===== config.mk =====
export PLATFORM = sky130hd
export DESIGN_NAME = mtsl_top
export DESIGN_NICKNAME = d
export VERILOG_FILES = /design/src/mtsl_pkg.sv /design/src/mtsl_src_mux.sv /design/src/mtsl_top.sv
export SDC_FILE = /design/constraint.sdc
export NUM_CORES = 1
export LEC_CHECK = 0
export ABC_AREA = 1
export BUFFER_PORTS_ARGS = -buffer_cell sky130_fd_sc_hd__buf_2
export CAP_MARGIN = 10
export CORE_MARGIN = 3
export CORE_UTILIZATION = 53
export CTS_CLUSTER_DIAMETER = 50
export DETAILED_ROUTE_END_ITERATION = 6
export GPL_TIMING_DRIVEN = 0
export MAX_ROUTING_LAYER = met4
export PLACE_DENSITY = 0.77
export SLEW_MARGIN = 20
export SYNTH_ARGS = -nofsm -noshare
export SYNTH_HDL_FRONTEND = slang
export SYNTH_SLANG_ARGS = --single-unit
export TNS_END_PERCENT = 100

===== constraint.sdc =====
create_clock -name clk -period 1.5 [get_ports clk]
set_input_delay 0.075 -clock clk [delete_from_list [all_inputs] [get_ports clk]]
set_output_delay 0.075 -clock clk [all_outputs]
set_load 0.1 [all_outputs]

===== src/mtsl_pkg.sv =====
// Constants, register map and carrier types of the measurement timer block.
// Assumes a 32-bit Avalon-MM slave on a 20 MHz clock with synchronous reset.
// How it works
// - The 5-bit source selector routes one of seventeen inputs (0 = pin, 16 = seconds tick) to the measured signal and resets to 0.
// - Selector bits 7 to 5 ignore writes and read as zero.
// - The main counter is 24 bits, read and written as three bytes, and clears on every reset.
// - The period latch is three read-only bytes, ignores writes, and is undefined until its first capture.
// - The width latch is three read-only bytes, ignores writes, and is undefined until its first capture.
// - The match limit is three writable bytes and is set to all ones by reset.
// - When the counter equals the match limit it rolls over to zero and raises the period match event.
// - With halt_at_limit set the counter holds at the limit instead, and the match event still fires when clocked.
// - A width update request copies the counter into the width latch and is cleared by hardware when done.
// - A period update request copies the counter into the period latch and is cleared by hardware when done.
package mtsl_pkg;
   localparam int          ADDR_W          = 5;
   localparam int          CNT_W           = 24;
   localparam int          SEL_W           = 5;
   localparam int          NUM_SRC         = 17;
   // Word addresses (byte address divided by four).
   localparam logic [4:0]  A_SIG           = 5'h00;
   localparam logic [4:0]  A_TMR_L         = 5'h01;
   localparam logic [4:0]  A_TMR_H         = 5'h02;
   localparam logic [4:0]  A_TMR_U         = 5'h03;
   localparam logic [4:0]  A_CPR_L         = 5'h04;
   localparam logic [4:0]  A_CPR_H         = 5'h05;
   localparam logic [4:0]  A_CPR_U         = 5'h06;
   localparam logic [4:0]  A_CPW_L         = 5'h07;
   localparam logic [4:0]  A_CPW_H         = 5'h08;
   localparam logic [4:0]  A_CPW_U         = 5'h09;
   localparam logic [4:0]  A_LIM_L         = 5'h0a;
   localparam logic [4:0]  A_LIM_H         = 5'h0b;
   localparam logic [4:0]  A_LIM_U         = 5'h0c;
   localparam logic [4:0]  A_CTRL          = 5'h0d;
   localparam logic [4:0]  A_STAT          = 5'h0e;
   localparam logic [4:0]  A_IRQ_ST        = 5'h0f;
   localparam logic [4:0]  A_IRQ_MSK       = 5'h10;
   // Control register fields.
   localparam int          CTRL_GO         = 0;
   localparam int          CTRL_HALT       = 1;
   // Status register fields.
   localparam int          ST_PRUP         = 0;
   localparam int          ST_WUP          = 1;
   localparam int          ST_RST          = 2;
   localparam int          ST_SIG          = 3;
   // Interrupt status fields.
   localparam int          IRQ_MATCH       = 0;
   localparam int          IRQ_PCAP        = 1;
   localparam int          IRQ_WCAP        = 2;
   localparam int          IRQ_W           = 3;
   localparam logic [4:0]  SEL_RST         = 5'h00;
   localparam logic [23:0] CNT_RST         = 24'h000000;
   localparam logic [23:0] LIM_RST         = 24'hffffff;
   localparam logic [31:0] UNMAPPED_DATA   = 32'h00000000;

   typedef struct packed {
      logic                pin;
      logic                t0_wrap;
      logic                t1_wrap;
      logic                t2_post;
      logic                t4_post;
      logic                ccp1;
      logic                ccp2;
      logic                pwm3;
      logic                pwm4;
      logic                cmp1;
      logic                cmp2;
      logic                zcd;
      logic                clc1;
      logic                clc2;
      logic                clc3;
      logic                clc4;
      logic                sec_tick;
   } mtsl_src_type;

   typedef struct packed {
      logic                read;
      logic                write;
      logic [4:0]          address;
      logic [31:0]         writedata;
   } mtsl_req_type;
endpackage : mtsl_pkg


===== src/mtsl_src_mux.sv =====
// Signal source multiplexer of the measurement timer.
// Assumes all source inputs are synchronous to clk.
`timescale 1ns/1ns
`default_nettype none
module mtsl_src_mux (
   input  wire logic                  clk,
   input  wire logic                  rst,
   input  wire logic [4:0]            sel,
   input  wire mtsl_pkg::mtsl_src_type src,
   output logic                       sig_out
);
   logic [16:0] flat;

   // Bit 0 of the flat vector is the pin, bit 16 the seconds tick.
   always_comb begin
      for (int i = 0; i < mtsl_pkg::NUM_SRC; i++) begin
         flat[i] = src[mtsl_pkg::NUM_SRC - 1 - i];
      end
   end

   always_ff @(posedge clk) begin
      if (rst) begin
         sig_out <= 1'b0;
      end else if (sel > 5'h10) begin
         sig_out <= 1'b0;
      end else begin
         sig_out <= flat[sel];
      end
   end
endmodule : mtsl_src_mux
`default_nettype wire


===== src/mtsl_top.sv =====
// Signal selection, counter, latches and match limit of the measurement
// timer, behind an Avalon-MM slave with a single level interrupt.
// Assumes the counter clock enable comes from an upstream prescaler.
//
// The Avalon-MM slave port and the placing of the registers are this design's own decisions.
`timescale 1ns/1ns
`default_nettype none
module mtsl_top (
   input  wire logic                   clk,
   input  wire logic                   rst,
   input  wire logic [4:0]             avs_address,
   input  wire logic                   avs_read,
   input  wire logic                   avs_write,
   input  wire logic [31:0]            avs_writedata,
   output logic [31:0]                 avs_readdata,
   output logic                        avs_waitrequest,
   input  wire logic                   count_tick,
   input  wire mtsl_pkg::mtsl_src_type src_in,
   input  wire logic                   period_capture,
   input  wire logic                   width_capture,
   output logic                        measured_signal,
   output logic                        period_match,
   output logic                        irq
);
   ////////////////////////////////////////////////////////////////////////
   typedef enum logic [1:0] {
      MTSL_BUS_IDLE   = 2'b01,
      MTSL_BUS_ANSWER = 2'b10
   } mtsl_bus_state_type;

   mtsl_bus_state_type bus_state_reg;
   mtsl_bus_state_type bus_state_next;
   logic [4:0]  sel_reg;
   logic [23:0] cnt_reg;
   logic [23:0] cnt_next;
   logic [23:0] cpr_reg;
   logic [23:0] cpw_reg;
   logic [23:0] lim_reg;
   logic        go_reg;
   logic        halt_reg;
   logic        prup_reg;
   logic        wup_reg;
   logic        trst_reg;
   logic [2:0]  irq_st_reg;
   logic [2:0]  irq_msk_reg;
   logic [2:0]  irq_set;
   logic [2:0]  irq_clr;
   logic        ack;
   logic        wr;
   logic        match;
   logic        match_event;
   logic        p_cap;
   logic        w_cap;
   logic        sig_mux;
   logic [31:0] rd_mux;

   assign ack         = (bus_state_reg == MTSL_BUS_ANSWER);
   assign wr          = avs_write && ack;
   assign match       = (cnt_reg == lim_reg);
   assign match_event = go_reg && count_tick && match;
   assign p_cap = prup_reg || period_capture;
   assign w_cap = wup_reg || width_capture;

   mtsl_src_mux u_mux (
      .clk     (clk),
      .rst     (rst),
      .sel     (sel_reg),
      .src     (src_in),
      .sig_out (sig_mux)
   );

   ////////////////////////////////////////////////////////////////////////
   // One wait state: a request is answered in the cycle after it is seen.
   // The answer cycle never takes a new request, so a request that the
   // master still holds at the answer edge is not taken a second time.
   always_comb begin
      bus_state_next = bus_state_reg;
      case (bus_state_reg)
         MTSL_BUS_IDLE: begin
            if (avs_read || avs_write) begin
               bus_state_next = MTSL_BUS_ANSWER;
            end
         end
         MTSL_BUS_ANSWER: begin
            bus_state_next = MTSL_BUS_IDLE;
         end
         default: begin
            bus_state_next = MTSL_BUS_IDLE;
         end
      endcase
   end

   always_ff @(posedge clk) begin
      if (rst) begin
         bus_state_reg <= MTSL_BUS_IDLE;
      end else begin
         bus_state_reg <= bus_state_next;
      end
   end

   always_ff @(posedge clk) begin
      if (rst) begin
         avs_waitrequest <= 1'b1;
      end else begin
         avs_waitrequest <= (bus_state_next != MTSL_BUS_ANSWER);
      end
   end

   always_ff @(posedge clk) begin
      if (rst) begin
         sel_reg <= mtsl_pkg::SEL_RST;
      end else if (wr && avs_address == mtsl_pkg::A_SIG) begin
         sel_reg <= avs_writedata[4:0];
      end
   end

   always_ff @(posedge clk) begin
      if (rst) begin
         lim_reg <= mtsl_pkg::LIM_RST;
      end else if (wr) begin
         case (avs_address)
            mtsl_pkg::A_LIM_L: lim_reg[7:0]   <= avs_writedata[7:0];
            mtsl_pkg::A_LIM_H: lim_reg[15:8]  <= avs_writedata[7:0];
            mtsl_pkg::A_LIM_U: lim_reg[23:16] <= avs_writedata[7:0];
            default: lim_reg <= lim_reg;
         endcase
      end
   end

   always_ff @(posedge clk) begin
      if (rst) begin
         go_reg <= 1'b0;
      end else if (wr && avs_address == mtsl_pkg::A_CTRL) begin
         go_reg <= avs_writedata[mtsl_pkg::CTRL_GO];
      end
   end

   always_ff @(posedge clk) begin
      if (rst) begin
         halt_reg <= 1'b0;
      end else if (wr && avs_address == mtsl_pkg::A_CTRL) begin
         halt_reg <= avs_writedata[mtsl_pkg::CTRL_HALT];
      end
   end

   ////////////////////////////////////////////////////////////////////////
   // Request bits are taken from software and cleared once the copy or the counter clear has
   // been made, which always happens in the cycle after they are set.
   always_ff @(posedge clk) begin
      if (rst) begin
         prup_reg <= 1'b0;
      end else if (wr && avs_address == mtsl_pkg::A_STAT) begin
         prup_reg <= avs_writedata[mtsl_pkg::ST_PRUP];
      end else begin
         prup_reg <= 1'b0;
      end
   end

   always_ff @(posedge clk) begin
      if (rst) begin
         wup_reg <= 1'b0;
      end else if (wr && avs_address == mtsl_pkg::A_STAT) begin
         wup_reg <= avs_writedata[mtsl_pkg::ST_WUP];
      end else begin
         wup_reg <= 1'b0;
      end
   end

   always_ff @(posedge clk) begin
      if (rst) begin
         trst_reg <= 1'b0;
      end else if (wr && avs_address == mtsl_pkg::A_STAT) begin
         trst_reg <= avs_writedata[mtsl_pkg::ST_RST];
      end else begin
         trst_reg <= 1'b0;
      end
   end

   // Latches have no reset: their value is undefined until a capture.
   always_ff @(posedge clk) begin
      if (p_cap) begin
         cpr_reg <= cnt_reg;
      end
   end

   always_ff @(posedge clk) begin
      if (w_cap) begin
         cpw_reg <= cnt_reg;
      end
   end

   ////////////////////////////////////////////////////////////////////////
   always_comb begin
      cnt_next = cnt_reg;
      if (trst_reg) begin
         cnt_next = mtsl_pkg::CNT_RST;
      end else if (go_reg && count_tick) begin
         if (match) begin
            cnt_next = halt_reg ? lim_reg : mtsl_pkg::CNT_RST;
         end else begin
            cnt_next = cnt_reg + 24'h000001;
         end
      end
      // Software writes win; the counter is not guarded for atomic access.
      if (wr) begin
         case (avs_address)
            mtsl_pkg::A_TMR_L: cnt_next[7:0]   = avs_writedata[7:0];
            mtsl_pkg::A_TMR_H: cnt_next[15:8]  = avs_writedata[7:0];
            mtsl_pkg::A_TMR_U: cnt_next[23:16] = avs_writedata[7:0];
            default: cnt_next = cnt_next;
         endcase
      end
   end

   always_ff @(posedge clk) begin
      if (rst) begin
         cnt_reg <= mtsl_pkg::CNT_RST;
      end else begin
         cnt_reg <= cnt_next;
      end
   end

   always_ff @(posedge clk) begin
      if (rst) begin
         period_match <= 1'b0;
      end else begin
         period_match <= match_event;
      end
   end

   always_ff @(posedge clk) begin
      if (rst) begin
         measured_signal <= 1'b0;
      end else begin
         measured_signal <= sig_mux;
      end
   end

   ////////////////////////////////////////////////////////////////////////
   always_comb begin
      irq_set = 3'h0;
      irq_set[mtsl_pkg::IRQ_MATCH] = match_event;
      irq_set[mtsl_pkg::IRQ_PCAP]  = p_cap;
      irq_set[mtsl_pkg::IRQ_WCAP]  = w_cap;
      irq_clr = 3'h0;
      if (wr && avs_address == mtsl_pkg::A_IRQ_ST) begin
         irq_clr = avs_writedata[2:0];
      end
   end

   // A new event wins over a write-one-to-clear in the same cycle.
   always_ff @(posedge clk) begin
      if (rst) begin
         irq_st_reg <= 3'h0;
      end else begin
         irq_st_reg <= (irq_st_reg & ~irq_clr) | irq_set;
      end
   end

   always_ff @(posedge clk) begin
      if (rst) begin
         irq_msk_reg <= 3'h0;
      end else if (wr && avs_address == mtsl_pkg::A_IRQ_MSK) begin
         irq_msk_reg <= avs_writedata[2:0];
      end
   end

   always_ff @(posedge clk) begin
      if (rst) begin
         irq <= 1'b0;
      end else begin
         irq <= |(irq_st_reg & irq_msk_reg);
      end
   end

   ////////////////////////////////////////////////////////////////////////
   always_comb begin
      rd_mux = mtsl_pkg::UNMAPPED_DATA;
      case (avs_address)
         mtsl_pkg::A_SIG:     rd_mux[4:0] = sel_reg;
         mtsl_pkg::A_TMR_L:   rd_mux[7:0] = cnt_reg[7:0];
         mtsl_pkg::A_TMR_H:   rd_mux[7:0] = cnt_reg[15:8];
         mtsl_pkg::A_TMR_U:   rd_mux[7:0] = cnt_reg[23:16];
         mtsl_pkg::A_CPR_L:   rd_mux[7:0] = cpr_reg[7:0];
         mtsl_pkg::A_CPR_H:   rd_mux[7:0] = cpr_reg[15:8];
         mtsl_pkg::A_CPR_U:   rd_mux[7:0] = cpr_reg[23:16];
         mtsl_pkg::A_CPW_L:   rd_mux[7:0] = cpw_reg[7:0];
         mtsl_pkg::A_CPW_H:   rd_mux[7:0] = cpw_reg[15:8];
         mtsl_pkg::A_CPW_U:   rd_mux[7:0] = cpw_reg[23:16];
         mtsl_pkg::A_LIM_L:   rd_mux[7:0] = lim_reg[7:0];
         mtsl_pkg::A_LIM_H:   rd_mux[7:0] = lim_reg[15:8];
         mtsl_pkg::A_LIM_U:   rd_mux[7:0] = lim_reg[23:16];
         mtsl_pkg::A_CTRL: begin
            rd_mux[mtsl_pkg::CTRL_GO]   = go_reg;
            rd_mux[mtsl_pkg::CTRL_HALT] = halt_reg;
         end
         mtsl_pkg::A_STAT: begin
            rd_mux[mtsl_pkg::ST_PRUP] = prup_reg;
            rd_mux[mtsl_pkg::ST_WUP]  = wup_reg;
            rd_mux[mtsl_pkg::ST_RST]  = trst_reg;
            rd_mux[mtsl_pkg::ST_SIG]  = measured_signal;
         end
         mtsl_pkg::A_IRQ_ST:  rd_mux[2:0] = irq_st_reg;
         mtsl_pkg::A_IRQ_MSK: rd_mux[2:0] = irq_msk_reg;
         default:             rd_mux = mtsl_pkg::UNMAPPED_DATA;
      endcase
   end

   always_ff @(posedge clk) begin
      if (rst) begin
         avs_readdata <= mtsl_pkg::UNMAPPED_DATA;
      end else if (avs_read && !ack) begin
         avs_readdata <= rd_mux;
      end
   end
endmodule : mtsl_top
`default_nettype wire


* After elaboration in Yosys (flattened, before gate mapping)
Index checks and enable logic that the tools add are counted.
** Operators by class
- Add/subtract/negate cells :: 1
- Magnitude comparators :: 2
- Equality and inequality tests :: 20
- Muxes and demuxes :: 18
- Bitwise logic cells :: 5
- Reductions and logical operators :: 20
** Operators with widths (count)
- two-way mux 24 bit :: 5
- == test 5 x 4 -> 1 bit, second input constant :: 8
- one-hot mux 3 bit (12 select lines) :: 1
- one-hot mux 2 bit (17 select lines) :: 1
- adder 24 x 1 -> 24 bit, second input constant :: 1
- == test 24 bit :: 1
- two-way mux 8 bit :: 3
- == test 5 x 3 -> 1 bit, second input constant :: 4
- one-hot mux 1 bit (16 select lines) :: 1
- one-hot mux 1 bit (14 select lines) :: 1
- one-hot mux 1 bit (13 select lines) :: 1
- == test 5 x 2 -> 1 bit, second input constant :: 2
- logical AND 1 bit :: 9
- bitwise AND 3 bit :: 2
- less-than comparator 5 x 6 -> 1 bit, second input constant :: 1
- AND reduction 2 bit :: 3
- binary-select mux 1 bit (select 5 bit) :: 1
- == test 5 x 1 -> 1 bit, second input constant :: 1
- == test 5 bit, second input constant :: 1
- greater-than comparator 5 bit, second input constant :: 1
- zero test 5 bit :: 1
- two-way mux 2 bit :: 2
- OR reduction 2 bit :: 2
- logical OR 1 bit :: 3
- other kinds (10) :: 10
** Storage, ports and cells
- Register bits after elaboration :: 127
- Bits of input ports :: 61
- Logic and storage cells :: 87

* Depth between registers and ports, before layout
Gate-level depths: netlist of the first run.
- Depth after elaboration :: 7
- Gate-level depth with buffers :: 15
- Depth with buffers taken out :: 14

* Modules after synthesis
A second synthesis of the first run with hierarchy kept.
** Unflattened totals
- Cells, all modules :: 1027
- Area total of the unflattened synthesis :: 7139.3 um2
** By module, submodules not included
- mtsl_top :: instances 1, cells an instance 971, area each 6872.8 um2, sequential area each 3002.9 um2
- mtsl_src_mux :: instances 1, cells an instance 56, area each 266.5 um2, sequential area each 20.0 um2

* Worst setup path after synthesis of the first run
OpenSTA, ideal clock, no wires.
- Path type :: register to register
- Start :: register cnt_reg[0]
- End :: register cnt_reg[20]
- Arrival :: 1.543 ns
- Required time :: 1.369 ns
- Path slack :: -0.173 ns
- Cell stages (with the launch flop) :: 13
- Buffers on the path :: 0
- Clock period less this slack :: 1.673 ns
- Cell sequence :: dfxtp_1 ha_1 nand2_1 nor3_2 nand3_1 inv_1 nand2_1 nand2_1 nand3_1 nand2_1 nand2_1 nand2_1 a21oi_2
** On the way
- Word-level cells in the longest chain between the ends :: 6
- Elaborated cells on any way between the ends :: 7
- Classes of those cells :: 1 x add/sub; 1 x eq/ne; 5 x mux
** Ends and longest elaborated chain
- start, declared :: line mtsl_top.sv:34 : logic [23:0] cnt_reg;
- start signal, assigned :: line mtsl_top.sv:217 : cnt_reg <= mtsl_pkg::CNT_RST;
- start signal, assigned :: line mtsl_top.sv:219 : cnt_reg <= cnt_next;
- adder 24 x 1 -> 24 bit / == test 24 bit (equally long branches) :: line mtsl_top.sv:201, mtsl_top.sv:59
- two-way mux 24 bit * :: line mtsl_top.sv:198 : if (match) begin
- two-way mux 24 bit * :: line mtsl_top.sv:197 : end else if (go_reg && count_tick) begin
- two-way mux 24 bit * :: line mtsl_top.sv:195 : if (trst_reg) begin
- two-way mux 8 bit :: line mtsl_top.sv:206 : case (avs_address)
- two-way mux 24 bit * :: line mtsl_top.sv:205 : if (wr) begin
Every way passes the cells marked *; elsewhere a longest branch is shown, timed or not.
A chain may end at the register's enable or synchronous reset.

* Worst setup path after layout of the first run
- Start :: register lim_reg[17]
- End :: register cnt_reg[11]
** On the way
- Word-level cells in the longest chain between the ends :: 6
** Ends and longest elaborated chain
- start, declared :: line mtsl_top.sv:38 : logic [23:0] lim_reg;
- start signal, assigned :: line mtsl_top.sv:119 : lim_reg <= mtsl_pkg::LIM_RST;
- start signal, assigned :: line mtsl_top.sv:124 : mtsl_pkg::A_LIM_U: lim_reg[23:16] <= avs_writedata[7:0];
- start signal, assigned :: line mtsl_top.sv:125 : default: lim_reg <= lim_reg;
- == test 24 bit * :: line mtsl_top.sv:59 : assign match = (cnt_reg == lim_reg);
- two-way mux 24 bit * :: line mtsl_top.sv:198
- two-way mux 24 bit * :: line mtsl_top.sv:197
- two-way mux 24 bit * :: line mtsl_top.sv:195
- two-way mux 8 bit :: line mtsl_top.sv:206
- two-way mux 24 bit * :: line mtsl_top.sv:205
Marks and branches as above.

==> flow_metrics.env, run 1 <==
export IMPL_netlist_area_sq_um=7160
export IMPL_fin_crit_ps=1980
export IMPL_ios=97
export IMPL_powerDensity_nw_per_um2=906
export IMPL_outcome="complete, but fails checks"
export IMPL_synthMuxAreaShare_pct=0
export IMPL_ys_types=43
export IMPL_port_buffers=47
export IMPL_synth_edf_count=48
export IMPL_reg2reg_to="cnt_reg[11]"
export IMPL_wl_per_cell_um=21.0
export IMPL_ys_seq_area_share_pct=42.2
export IMPL_min_delay_path_depth=3
export IMPL_dr_total_vias=8241
export IMPL_fmaxAchievable_mhz=504
export IMPL_dr_pass1_iters=7
export IMPL_rsz0062_at_grt="true"
export IMPL_skew_ps=7.13
export IMPL_leakagePower_nw=4.26
export IMPL_fp_dieW_um=122
export IMPL_cap_viol_max_count=0
export IMPL_clkPwrFrac_pct=50.4
export IMPL_max_stage_delay_ps=390
export IMPL_htreeDepth=4
export IMPL_nets=1258
export IMPL_drc=18
export IMPL_rrSetupSlack_ps=-480
export IMPL_critPathMaxFanout=10
export IMPL_syn_to_final_growth_pct=39.4
export IMPL_r2r_worst_path_cells=13
export IMPL_final_antenna_net_count=0
export IMPL_ys_warn_count=0
export IMPL_cp_common_cell="nand2_1"
export IMPL_fin_crit_sh_pct=132
export IMPL_grt_antenna_before_repair=1
export IMPL_dp_cells=1260
export IMPL_cts_buffers=17
export IMPL_fp_dieH_um=122
export IMPL_gp_congestion=1.11
export IMPL_cp_start_kind="register"
export IMPL_cp_startpoint="lim_reg[17]"
export IMPL_total_power_mw=9.04
export IMPL_grt_max_degree=25
export IMPL_synthArstFlopShare_pct=0
export IMPL_p_switching_mw=2.28
export IMPL_synth_top_family_by_area="simple AND/OR/NAND/NOR gates"
export IMPL_slew_violations=0
export IMPL_cts_sinks=127
export IMPL_crit_type="reg -> reg"
export IMPL_finalNonFillerCells=1382
export IMPL_dieArea_sq_um=14900
export IMPL_avgSynthCellArea_sq_um=7.03
export IMPL_grt_pass1_wl_mm=41.5
export IMPL_start_util_pct=55.4
export IMPL_gr_total_overflow=0
export IMPL_cts_path_max_buffers=2
export IMPL_hold_viol_final=0
export IMPL_hpwl_mm=18.6
export IMPL_comb_power_share_pct=9.4
export IMPL_syn_instance_count=1018
export IMPL_grt_usage_pct=39.0
export IMPL_worst_pin_slew_ps=951
export IMPL_viasPerCell=5.96
export IMPL_synthSimpleGateAreaFrac_pct=30.6
export IMPL_route_final_wire_length_mm=29.1
export IMPL_drive_above_1_share_pct=35.8
export IMPL_layout_setup_ws_ps=-485
export IMPL_cts_root_buffer="clkbuf_16"
export IMPL_tns_ps=-14580
export IMPL_failed_checks="DRC, setup timing"
export IMPL_drt_initial_drc_count=1348
export IMPL_setup_viol=60
export IMPL_synth_xor_area_share_pct=1.35
export IMPL_path_clk_slew_ps=60
export IMPL_power_frac_seq_pct=40.1
export IMPL_place_ws_ps=-807
export IMPL_core_area_sq_um=12900
export IMPL_clock_latency_ps=430
export IMPL_peakVddDrop_uv=696
export IMPL_holdCritPathClass="in -> reg"
export IMPL_intPower_mw=6.77
export IMPL_max_slew_margin_pct=36.6
export IMPL_rows=41
export IMPL_cpMaxStageDelayCell="dfxtp_1"
export IMPL_synthFlopType="dfxtp_1"
export IMPL_grt_pass1_vias=7383
export IMPL_worstPathRequired_ps=1790
export IMPL_end_kind="register"
export IMPL_synth_adder_area_share_pct=0.175
export IMPL_r2r_start="lim_reg[17]"
export IMPL_swShare_pct=25.2
export IMPL_arrival_ps=2270
export IMPL_cts_tree="done"
export IMPL_endpoint="cnt_reg[11]"
export IMPL_fill_cells=951
export IMPL_ys_seq_elements=127
export IMPL_synth_compound_area_share_pct=14.9
export IMPL_path_cells="inv_2 > nand2_1 > nand2_1 > nor2_1 > nand2_1 > nor2_4 > nand3_4 > buf_6 > buf_12 > nand2_2 > nand3_1 > nand3_2 > a21oi_2"
## synthesized netlist by cell type, types with 3 or more instances
master / count / area share (%)
nor3_2: 3 / 0.42
o21ai_1: 4 / 0.28
a22o_1: 5 / 0.61
inv_2: 11 / 0.58
inv_1: 108 / 5.7
nor3_1: 15 / 1.0
a211oi_1: 4 / 0.42
clkbuf_1: 17 / 0.89
nor2_2: 9 / 0.79
nor2_1: 80 / 4.2
o22ai_1: 18 / 1.6
o2bb2ai_1: 3 / 0.37
dfxtp_1: 79 / 22
a21oi_1: 61 / 4.3
buf_2: 7 / 0.49
xor2_1: 10 / 1.2
o21ai_0: 37 / 2.6
buf_4: 26 / 2.7
nand2_1: 344 / 18
a21oi_2: 5 / 0.61
o211ai_1: 27 / 2.8
nand4_1: 8 / 0.70
edfxtp_1: 48 / 20
nand3_1: 62 / 4.3
## cells in the final DEF, fill, tap and decap left out, types with 5 or more instances in the layout
| cell type | instances |
|---|---|
| buf_8 | 5 |
| nand3_1 | 48 |
| inv_1 | 72 |
| o21ai_1 | 9 |
| buf_2 | 50 |
| nand2_2 | 60 |
| a21oi_1 | 48 |
| nor2_4 | 11 |
| nand3_2 | 12 |
| o21ai_0 | 25 |
| dfxtp_1 | 35 |
| dfxtp_4 | 26 |
| inv_2 | 34 |
| buf_6 | 19 |
| nand2_1 | 278 |
| clkbuf_16 | 18 |
| conb_1 | 24 |
| o21ai_2 | 7 |
| edfxtp_1 | 48 |
| buf_4 | 79 |
| buf_12 | 6 |
| xor2_1 | 9 |
| o22ai_1 | 18 |
| nand4_1 | 8 |
| a21oi_2 | 18 |
| a22o_1 | 5 |
| nand2_4 | 7 |
| o211ai_1 | 27 |
| dlygate4sd3_1 | 10 |
| nor3_1 | 9 |
| clkbuf_1 | 16 |
| nor2_2 | 17 |
| inv_4 | 12 |
| nor3_4 | 5 |
| nor2_1 | 61 |
| dfxtp_2 | 18 |
| bufinv_16 | 5 |
## layout make-up
cell class	count	area (sq um)	area share, %
Tap cell	172	215	2.16
Antenna cell	1	2.50	0.0251
Inverter	120	490	4.91
Buffer	52	398	3.99
Clock buffer	22	454	4.55
Multi-Input combinational cell	742	4020	40.2
Sequential cell	127	3140	31.5
Timing Repair Buffer	136	1080	10.8
Clock inverter	10	184	1.84
## power by group through the flow
stage	clock [mW]	sequential, mW	combinational (mW)
after global placement	0	3.74	0.768
after global routing	4.68	3.64	0.889
final	4.56	3.63	0.854
after detailed placement	0	3.74	0.771
after floorplan	0	3.84	0.479
after CTS	4.53	3.63	0.815
## layer usage
layer  GRT usage (%)  vias to the layer above  wire length [um]  part of all wire [%]
met1            50.1                     3725             10700                    37
met2            55.7                      686             12400                    43
met5               -                        -                 0                     0
met3            13.2                      164              4280                    15
met4            18.1                        0              1710                   5.9
li1                -                     3666                 -                     -
## worst min-delay path by stage
| stage | slack, ps | to | startpoint |
|---|---|---|---|
| after CTS | 5 | cnt_reg[9] | avs_writedata[1] |
| final | 40 | cnt_reg[19] | avs_writedata[3] |
| after floorplan | 210 | lim_reg[0] | avs_writedata[0] |
| after global routing | 40 | cnt_reg[11] | avs_writedata[3] |
| after detailed placement | 370 | u_mux.sig_out | src_in[0] |
| after global placement | 360 | u_mux.sig_out | src_in[0] |
## worst max-delay path: cells and delay by family, from the launching register on
| kind | cells | cell delay [ps] |
|---|---|---|
| AND/OR/NAND/NOR | 9 | 960 |
| buffers and inverters | 3 | 440 |
| flip-flops | 1 | 390 |
| AO/OA/AOI/OAI | 1 | 50 |
## per-stage QoR
step | utilization (%) | cell area, sq um | hold WS [ps]
final | 77.2 | 9980 | 43.1
after global routing | 77.2 | 9980 | 41.4
after CTS | 73.4 | 9480 | 4.62
after detailed placement | 60.4 | 7800 | 365
after global placement | 60.4 | 7800 | 365
after floorplan | - | 7350 | 205
## logic make-up after synthesis
family                     Yosys count
AOI/OAI and AO/OA                  176
xor gates and xnor gates            11
adders and majority gates            1
buffers and inverters              172
DFF                                127
other                                1
and+or+nand+nor                    530
## repair_timing
| action | 4_1_cts | 5_1_grt |
|---|---|---|
| cloned | 3 | 4 |
| endpoints found under the setup margin | 111 | 64 |
| setup buffers | 60 | 13 |
| hold buffers | 10 | 0 |
| endpoints found under the hold margin | 22 | 0 |
| gates resized for setup | 150 | 147 |
| pin swaps | 33 | 51 |
(Power assumes the default switching activity.)
==> run 2: changes to the inputs <==
--- a/config.mk
+++ b/config.mk
@@ -9,12 +9,11 @@
 export BUFFER_PORTS_ARGS = -buffer_cell sky130_fd_sc_hd__buf_2
 export CAP_MARGIN = 10
 export CORE_MARGIN = 3
-export CORE_UTILIZATION = 53
+export CORE_UTILIZATION = 40
 export CTS_CLUSTER_DIAMETER = 50
 export DETAILED_ROUTE_END_ITERATION = 6
 export GPL_TIMING_DRIVEN = 0
 export MAX_ROUTING_LAYER = met4
-export PLACE_DENSITY = 0.77
 export SLEW_MARGIN = 20
 export SYNTH_ARGS = -nofsm -noshare
 export SYNTH_HDL_FRONTEND = slang
==> flow_metrics.env, run 2 (synthesized netlist as in run 1, its figures left out) <==
export IMPL_viasPerCell=5.53
export IMPL_cts_tree="done"
export IMPL_drc=0
export IMPL_crit_type="reg -> reg"
export IMPL_place_ws_ps=-811
export IMPL_power_frac_seq_pct=41.0
export IMPL_failed_checks="setup timing"
export IMPL_fp_dieH_um=140
export IMPL_fin_crit_sh_pct=128
export IMPL_gr_total_overflow=0
export IMPL_route_final_wire_length_mm=29.0
export IMPL_swShare_pct=27.2
export IMPL_slew_violations=0
export IMPL_drive_above_1_share_pct=32.1
export IMPL_max_slew_margin_pct=25.7
export IMPL_path_clk_slew_ps=60
export IMPL_hpwl_mm=19.9
export IMPL_worst_pin_slew_ps=1110
export IMPL_cap_viol_max_count=0
export IMPL_arrival_ps=2190
export IMPL_clock_latency_ps=440
export IMPL_grt_usage_pct=29.6
export IMPL_dr_total_vias=7836
export IMPL_clkPwrFrac_pct=49.3
export IMPL_layout_setup_ws_ps=-423
export IMPL_leakagePower_nw=4.13
export IMPL_multi_input_area_sq_um=3970
export IMPL_drt_initial_drc_count=1092
export IMPL_grt_pass1_vias=7075
export IMPL_critPathMaxFanout=5
export IMPL_setup_viol=59
export IMPL_end_kind="register"
export IMPL_htreeDepth=4
export IMPL_cts_buffers=17
export IMPL_core_area_sq_um=17400
export IMPL_n_antenna_cell=0
export IMPL_cts_root_buffer="clkbuf_16"
export IMPL_wl_per_cell_um=20.5
export IMPL_rows=48
export IMPL_skew_ps=12.2
export IMPL_r2r_worst_path_cells=13
export IMPL_cts_sinks=127
export IMPL_final_common_cell="nand2_1"
export IMPL_holdCritPathClass="in -> reg"
export IMPL_syn_to_final_growth_pct=36.9
export IMPL_holdWs_ps=38.7
export IMPL_final_cell_mix="nand2_1 (301), inv_1 (79), buf_4 (69)"
export IMPL_total_power_mw=8.87
export IMPL_tns_ps=-12080
export IMPL_rsz0062_at_grt="true"
export IMPL_fin_util_pct=56.3
export IMPL_fmaxAchievable_mhz=520
export IMPL_start_util_pct=41.1
export IMPL_dr_pass1_iters=6
export IMPL_grt_antenna_before_repair=0
export IMPL_outcome="complete, but fails checks"
export IMPL_dieArea_sq_um=19500
export IMPL_ff_latch_area_sq_um=3130
export IMPL_fp_dieW_um=140
export IMPL_cts_path_max_buffers=2
export IMPL_peakVddDrop_uv=792
export IMPL_final_antenna_net_count=0
export IMPL_intPower_mw=6.46
export IMPL_comb_power_share_pct=9.7
export IMPL_nets=1241
export IMPL_port_buffers=47
export IMPL_hold_viol_final=0
export IMPL_p_switching_mw=2.41
export IMPL_grt_pass1_wl_mm=42.2
export IMPL_worstPathRequired_ps=1770
export IMPL_min_delay_path_depth=3
export IMPL_ios=97
export IMPL_grt_max_degree=25
export IMPL_fin_crit_ps=1920
export IMPL_fill_cells=1704
export IMPL_cp_start_kind="register"
export IMPL_gp_congestion=1.01
export IMPL_powerDensity_nw_per_um2=905
## run 2: cell count changes in the layout (fill, tap and decap cells not counted), sizes merged
cell         previous run  this run
clkinvlp                1         2
inv                   120       124
dlygate4sd3            10        11
clkbuf                 40        35
clkinv                  4         5
diode                   1         0
bufinv                  5         3
buf                   160       143
## run 2: cell type report
| cell class | instances | area share [%] |
|---|---|---|
| multi-input cells | 742 | 40.5 |
| flip-flops and latches | 127 | 32.0 |
| repair buffers | 121 | 9.74 |
| inverters | 120 | 4.93 |
| clock buffers | 18 | 4.48 |
| plain buffers | 50 | 3.73 |
| well taps | 225 | 2.87 |
| clock inverters | 14 | 1.80 |
## run 2: power by group through the flow
stage | logic (mW) | registers, mW | clock network, mW
after floorplan | 0.479 | 3.84 | 0
after global placement | 0.783 | 3.74 | 0
after detailed placement | 0.783 | 3.74 | 0
after CTS | 0.824 | 3.64 | 4.39
after global routing | 0.900 | 3.64 | 4.54
final | 0.862 | 3.63 | 4.38
## run 2: critical path, cell delays in order, from the launching register on
cell,delay (ps)
dfxtp_4,410
inv_6,60
nand2_4,60
nand2_2,50
nor2_2,110
nand2_2,70
nor2_4,200
nand3_4,180
buf_6,180
buf_8,150
nand3_2,80
nand3_2,70
nand2_2,110
a21oi_2,40
## run 2: per-stage QoR
| step | instances | instance area [sq um] |
|---|---|---|
| finish | 1417 | 9800 |
| detailed placement | 1313 | 7870 |
| CTS | 1386 | 9150 |
| floorplan | 1041 | 7350 |
| global route | 1417 | 9800 |
| global placement | 1313 | 7870 |
## run 2: timing repair
item,in CTS,in global routing
hold buffers,11,0
pin swaps,27,50
hold endpoints to repair,23,0
endpoints found under the setup margin,111,70
gates resized for setup,95,149
gates cloned,2,4
buffers inserted,28,30
## run 2: path summary, 6_finish.rpt
| path | from | to | slack, ps |
|---|---|---|---|
| setup / recovery | cnt_reg[17] | cnt_reg[16] | -420 |
| setup reg to reg | cnt_reg[17] | cnt_reg[16] | -420 |
| hold reg to reg | u_mux.sig_out | measured_signal | 430 |
| hold / removal | avs_writedata[1] | cnt_reg[17] | 40 |
## run 2: layer usage
layer	track usage, %	wire length [um]
met5	-	0
met2	42.2	12400
met3	5.53	3280
met1	41.1	12100
met4	12.5	1250
==> run 3: changes to the inputs <==
--- a/config.mk
+++ b/config.mk
@@ -9,7 +9,7 @@
 export BUFFER_PORTS_ARGS = -buffer_cell sky130_fd_sc_hd__buf_2
 export CAP_MARGIN = 10
 export CORE_MARGIN = 3
-export CORE_UTILIZATION = 40
+export CORE_UTILIZATION = 35
 export CTS_CLUSTER_DIAMETER = 50
 export DETAILED_ROUTE_END_ITERATION = 6
 export GPL_TIMING_DRIVEN = 0
@@ -17,5 +17,6 @@
 export SLEW_MARGIN = 20
 export SYNTH_ARGS = -nofsm -noshare
 export SYNTH_HDL_FRONTEND = slang
+export SYNTH_HIERARCHICAL = 1
 export SYNTH_SLANG_ARGS = --single-unit
 export TNS_END_PERCENT = 100
==> flow_metrics.env, run 3 <==
export IMPL_outcome="complete, but fails checks"
export IMPL_failed_checks="setup timing"
export IMPL_start_util_pct=36.1
export IMPL_final_cell_mix="nand2_1 (330), inv_1 (94), buf_4 (80)"
export IMPL_powerDensity_nw_per_um2=890
export IMPL_holdCritPathClass="in -> reg"
export IMPL_grt_pass1_vias=6724
export IMPL_ys_warn_count=6
export IMPL_fin_crit_sh_pct=123
export IMPL_fp_dieW_um=149
export IMPL_synthArstFlopShare_pct=0
export IMPL_cts_tree="done"
export IMPL_core_area_sq_um=19800
export IMPL_path_cells="inv_6 > nand2_2 > nand2_2 > nor2_4 > nand2_2 > nor2_4 > nand3_4 > buf_12 > buf_8 > nand2_1 > nand3_1 > nand2_1 > a21oi_1"
export IMPL_wl_per_cell_um=18.6
export IMPL_yosysMostFrequentCell="nand2_1"
export IMPL_drc=0
export IMPL_grt_usage_pct=24.6
export IMPL_path_clk_slew_ps=60
export IMPL_netlist_area_sq_um=7140
export IMPL_final_common_cell="nand2_1"
export IMPL_critPathMaxFanout=9
export IMPL_layout_setup_ws_ps=-342
export IMPL_avgSynthCellArea_sq_um=6.95
export IMPL_arrival_ps=2110
export IMPL_rsz0062_at_grt="true"
export IMPL_place_ws_ps=-741
export IMPL_route_final_wire_length_mm=27.3
export IMPL_total_power_mw=8.48
export IMPL_gr_total_overflow=0
export IMPL_worst_pin_slew_ps=850
export IMPL_yosys_top_cells_count="nand2_1 (355), inv_1 (117), nor2_1 (87)"
export IMPL_ys_seq_area_share_pct=42.3
export IMPL_fp_dieH_um=149
export IMPL_rows=51
export IMPL_ys_types=43
export IMPL_multi_input_area_sq_um=3740
export IMPL_viasPerCell=5.18
export IMPL_skew_ps=16.1
export IMPL_hpwl_mm=19.3
export IMPL_worst_path_buf_inv=3
export IMPL_worstPathRequired_ps=1770
export IMPL_n_antenna_cell=0
export IMPL_htreeDepth=4
export IMPL_yosys_top_cells_area="dfxtp_1 (22%), edfxtp_1 (20%), nand2_1 (19%)"
export IMPL_finalNonFillerCells=1466
export IMPL_ys_seq_elements=127
export IMPL_cp_start_kind="register"
export IMPL_cp_startpoint="cnt_reg[17]"
export IMPL_syn_instance_count=1027
export IMPL_cts_path_max_buffers=2
export IMPL_dr_total_vias=7593
export IMPL_synth_edf_count=48
export IMPL_end_kind="register"
export IMPL_syn_to_final_growth_pct=33.4
export IMPL_dieArea_sq_um=22100
export IMPL_fill_cells=1989
export IMPL_leakagePower_nw=4.14
export IMPL_synth_top_area_share_pct=22.2
export IMPL_drive_above_1_share_pct=28.1
export IMPL_cts_sinks=127
export IMPL_clock_latency_ps=440
export IMPL_grt_max_degree=25
export IMPL_dr_pass1_iters=5
export IMPL_slew_violations=0
export IMPL_min_from="avs_writedata[0]"
export IMPL_cp_common_cell="nand2_2"
export IMPL_peakVddDrop_uv=752
export IMPL_crit_family="simple AND/OR/NAND/NOR gates"
export IMPL_fin_crit_ps=1840
export IMPL_fin_util_pct=48.1
export IMPL_gp_congestion=1.06
export IMPL_cts_buffers=17
export IMPL_r2r_start="cnt_reg[17]"
export IMPL_cpMaxStageDelayCell="dfxtp_4"
export IMPL_holdWs_ps=9.38
export IMPL_dp_cells=1363
export IMPL_cts_root_buffer="clkbuf_16"
export IMPL_ios=97
export IMPL_fmaxAchievable_mhz=543
export IMPL_hold_viol_final=0
export IMPL_port_buffers=48
export IMPL_drt_initial_drc_count=815
export IMPL_grt_antenna_before_repair=0
export IMPL_cap_viol_max_count=0
export IMPL_synthFlopType="dfxtp_1"
export IMPL_yosysTopAreaCell="dfxtp_1"
export IMPL_nets=1250
export IMPL_max_slew_margin_pct=43.4
export IMPL_crit_type="reg -> reg"
export IMPL_max_stage_delay_ps=390
export IMPL_ff_latch_area_sq_um=3140
export IMPL_grt_pass1_wl_mm=39.5
export IMPL_setup_viol=26
export IMPL_final_antenna_net_count=0
run 3: path summary, 6_finish.rpt:
kind | end | slack (ps) | depth (start not counted)
hold / removal | cnt_reg[16] | 9 | 3
hold reg to reg | measured_signal | 400 | 2
setup reg to reg | cnt_reg[12] | -340 | 13
setup / recovery | cnt_reg[12] | -340 | 13
run 3: tightest hold or removal path, cell delays in order:
cell	delay (ps)
buf_2	180
nand2_1	90
a21oi_1	60
run 3: final cells by class:
cell class | count | share of cell area [%]
inverter | 132 | 5.65
buffer | 46 | 3.51
timing repair inverter | 1 | 0.0657
clock inverter | 11 | 1.10
multi-input combinational | 743 | 39.3
tap | 265 | 3.48
timing repair buffer | 120 | 9.14
sequential | 127 | 32.9
clock buffer | 21 | 4.83
run 3: power breakdown:
part           leakage, nW  switching [mW]  internal (mW)
Clock                0.280            1.64           2.38
Combinational         2.71           0.652          0.174
Sequential            1.15          0.0333           3.60
Total                 4.14            2.33           6.16
run 3: cells by family after synthesis:
| logic type | count (synthesis) | synth area share, % |
|---|---|---|
| DFF | 127 | 42.3 |
| buffers and inverters | 180 | 11.2 |
| adders and majority gates | 1 | 0.175 |
| AOI/OAI and AO/OA | 161 | 13.1 |
| and+or+nand+nor | 544 | 31.5 |
| other | 1 | 0.0525 |
| xor gates and xnor gates | 13 | 1.59 |
run 3: per-stage QoR:
stage          setup TNS (ps)  instance area [sq um]
5_1_grt                -10550                   9520
3_5_place_dp           -33910                   7870
4_1_cts                 -7230                   8980
3_3_place_gp           -33280                   7870
2_1_floorplan           -77.0                   7300
6_report                -7300                   9520
run 3: repair_timing:
action	4_1_cts	5_1_grt
pin swaps	10	25
cloned	1	3
endpoints found under the hold margin	12	0
gates resized for setup	88	100
hold buffers	10	0
endpoints found under the setup margin	109	63
setup buffers	28	31
run 3: metal layers:
layer | vias up | share of wire (%) | GRT usage, %
li1 | 3626 | - | -
met1 | 3548 | 44 | 33.2
met2 | 358 | 45 | 37.6
met5 | - | 0 | -
met3 | 61 | 7.8 | 5.07
met4 | 0 | 3.1 | 6.86
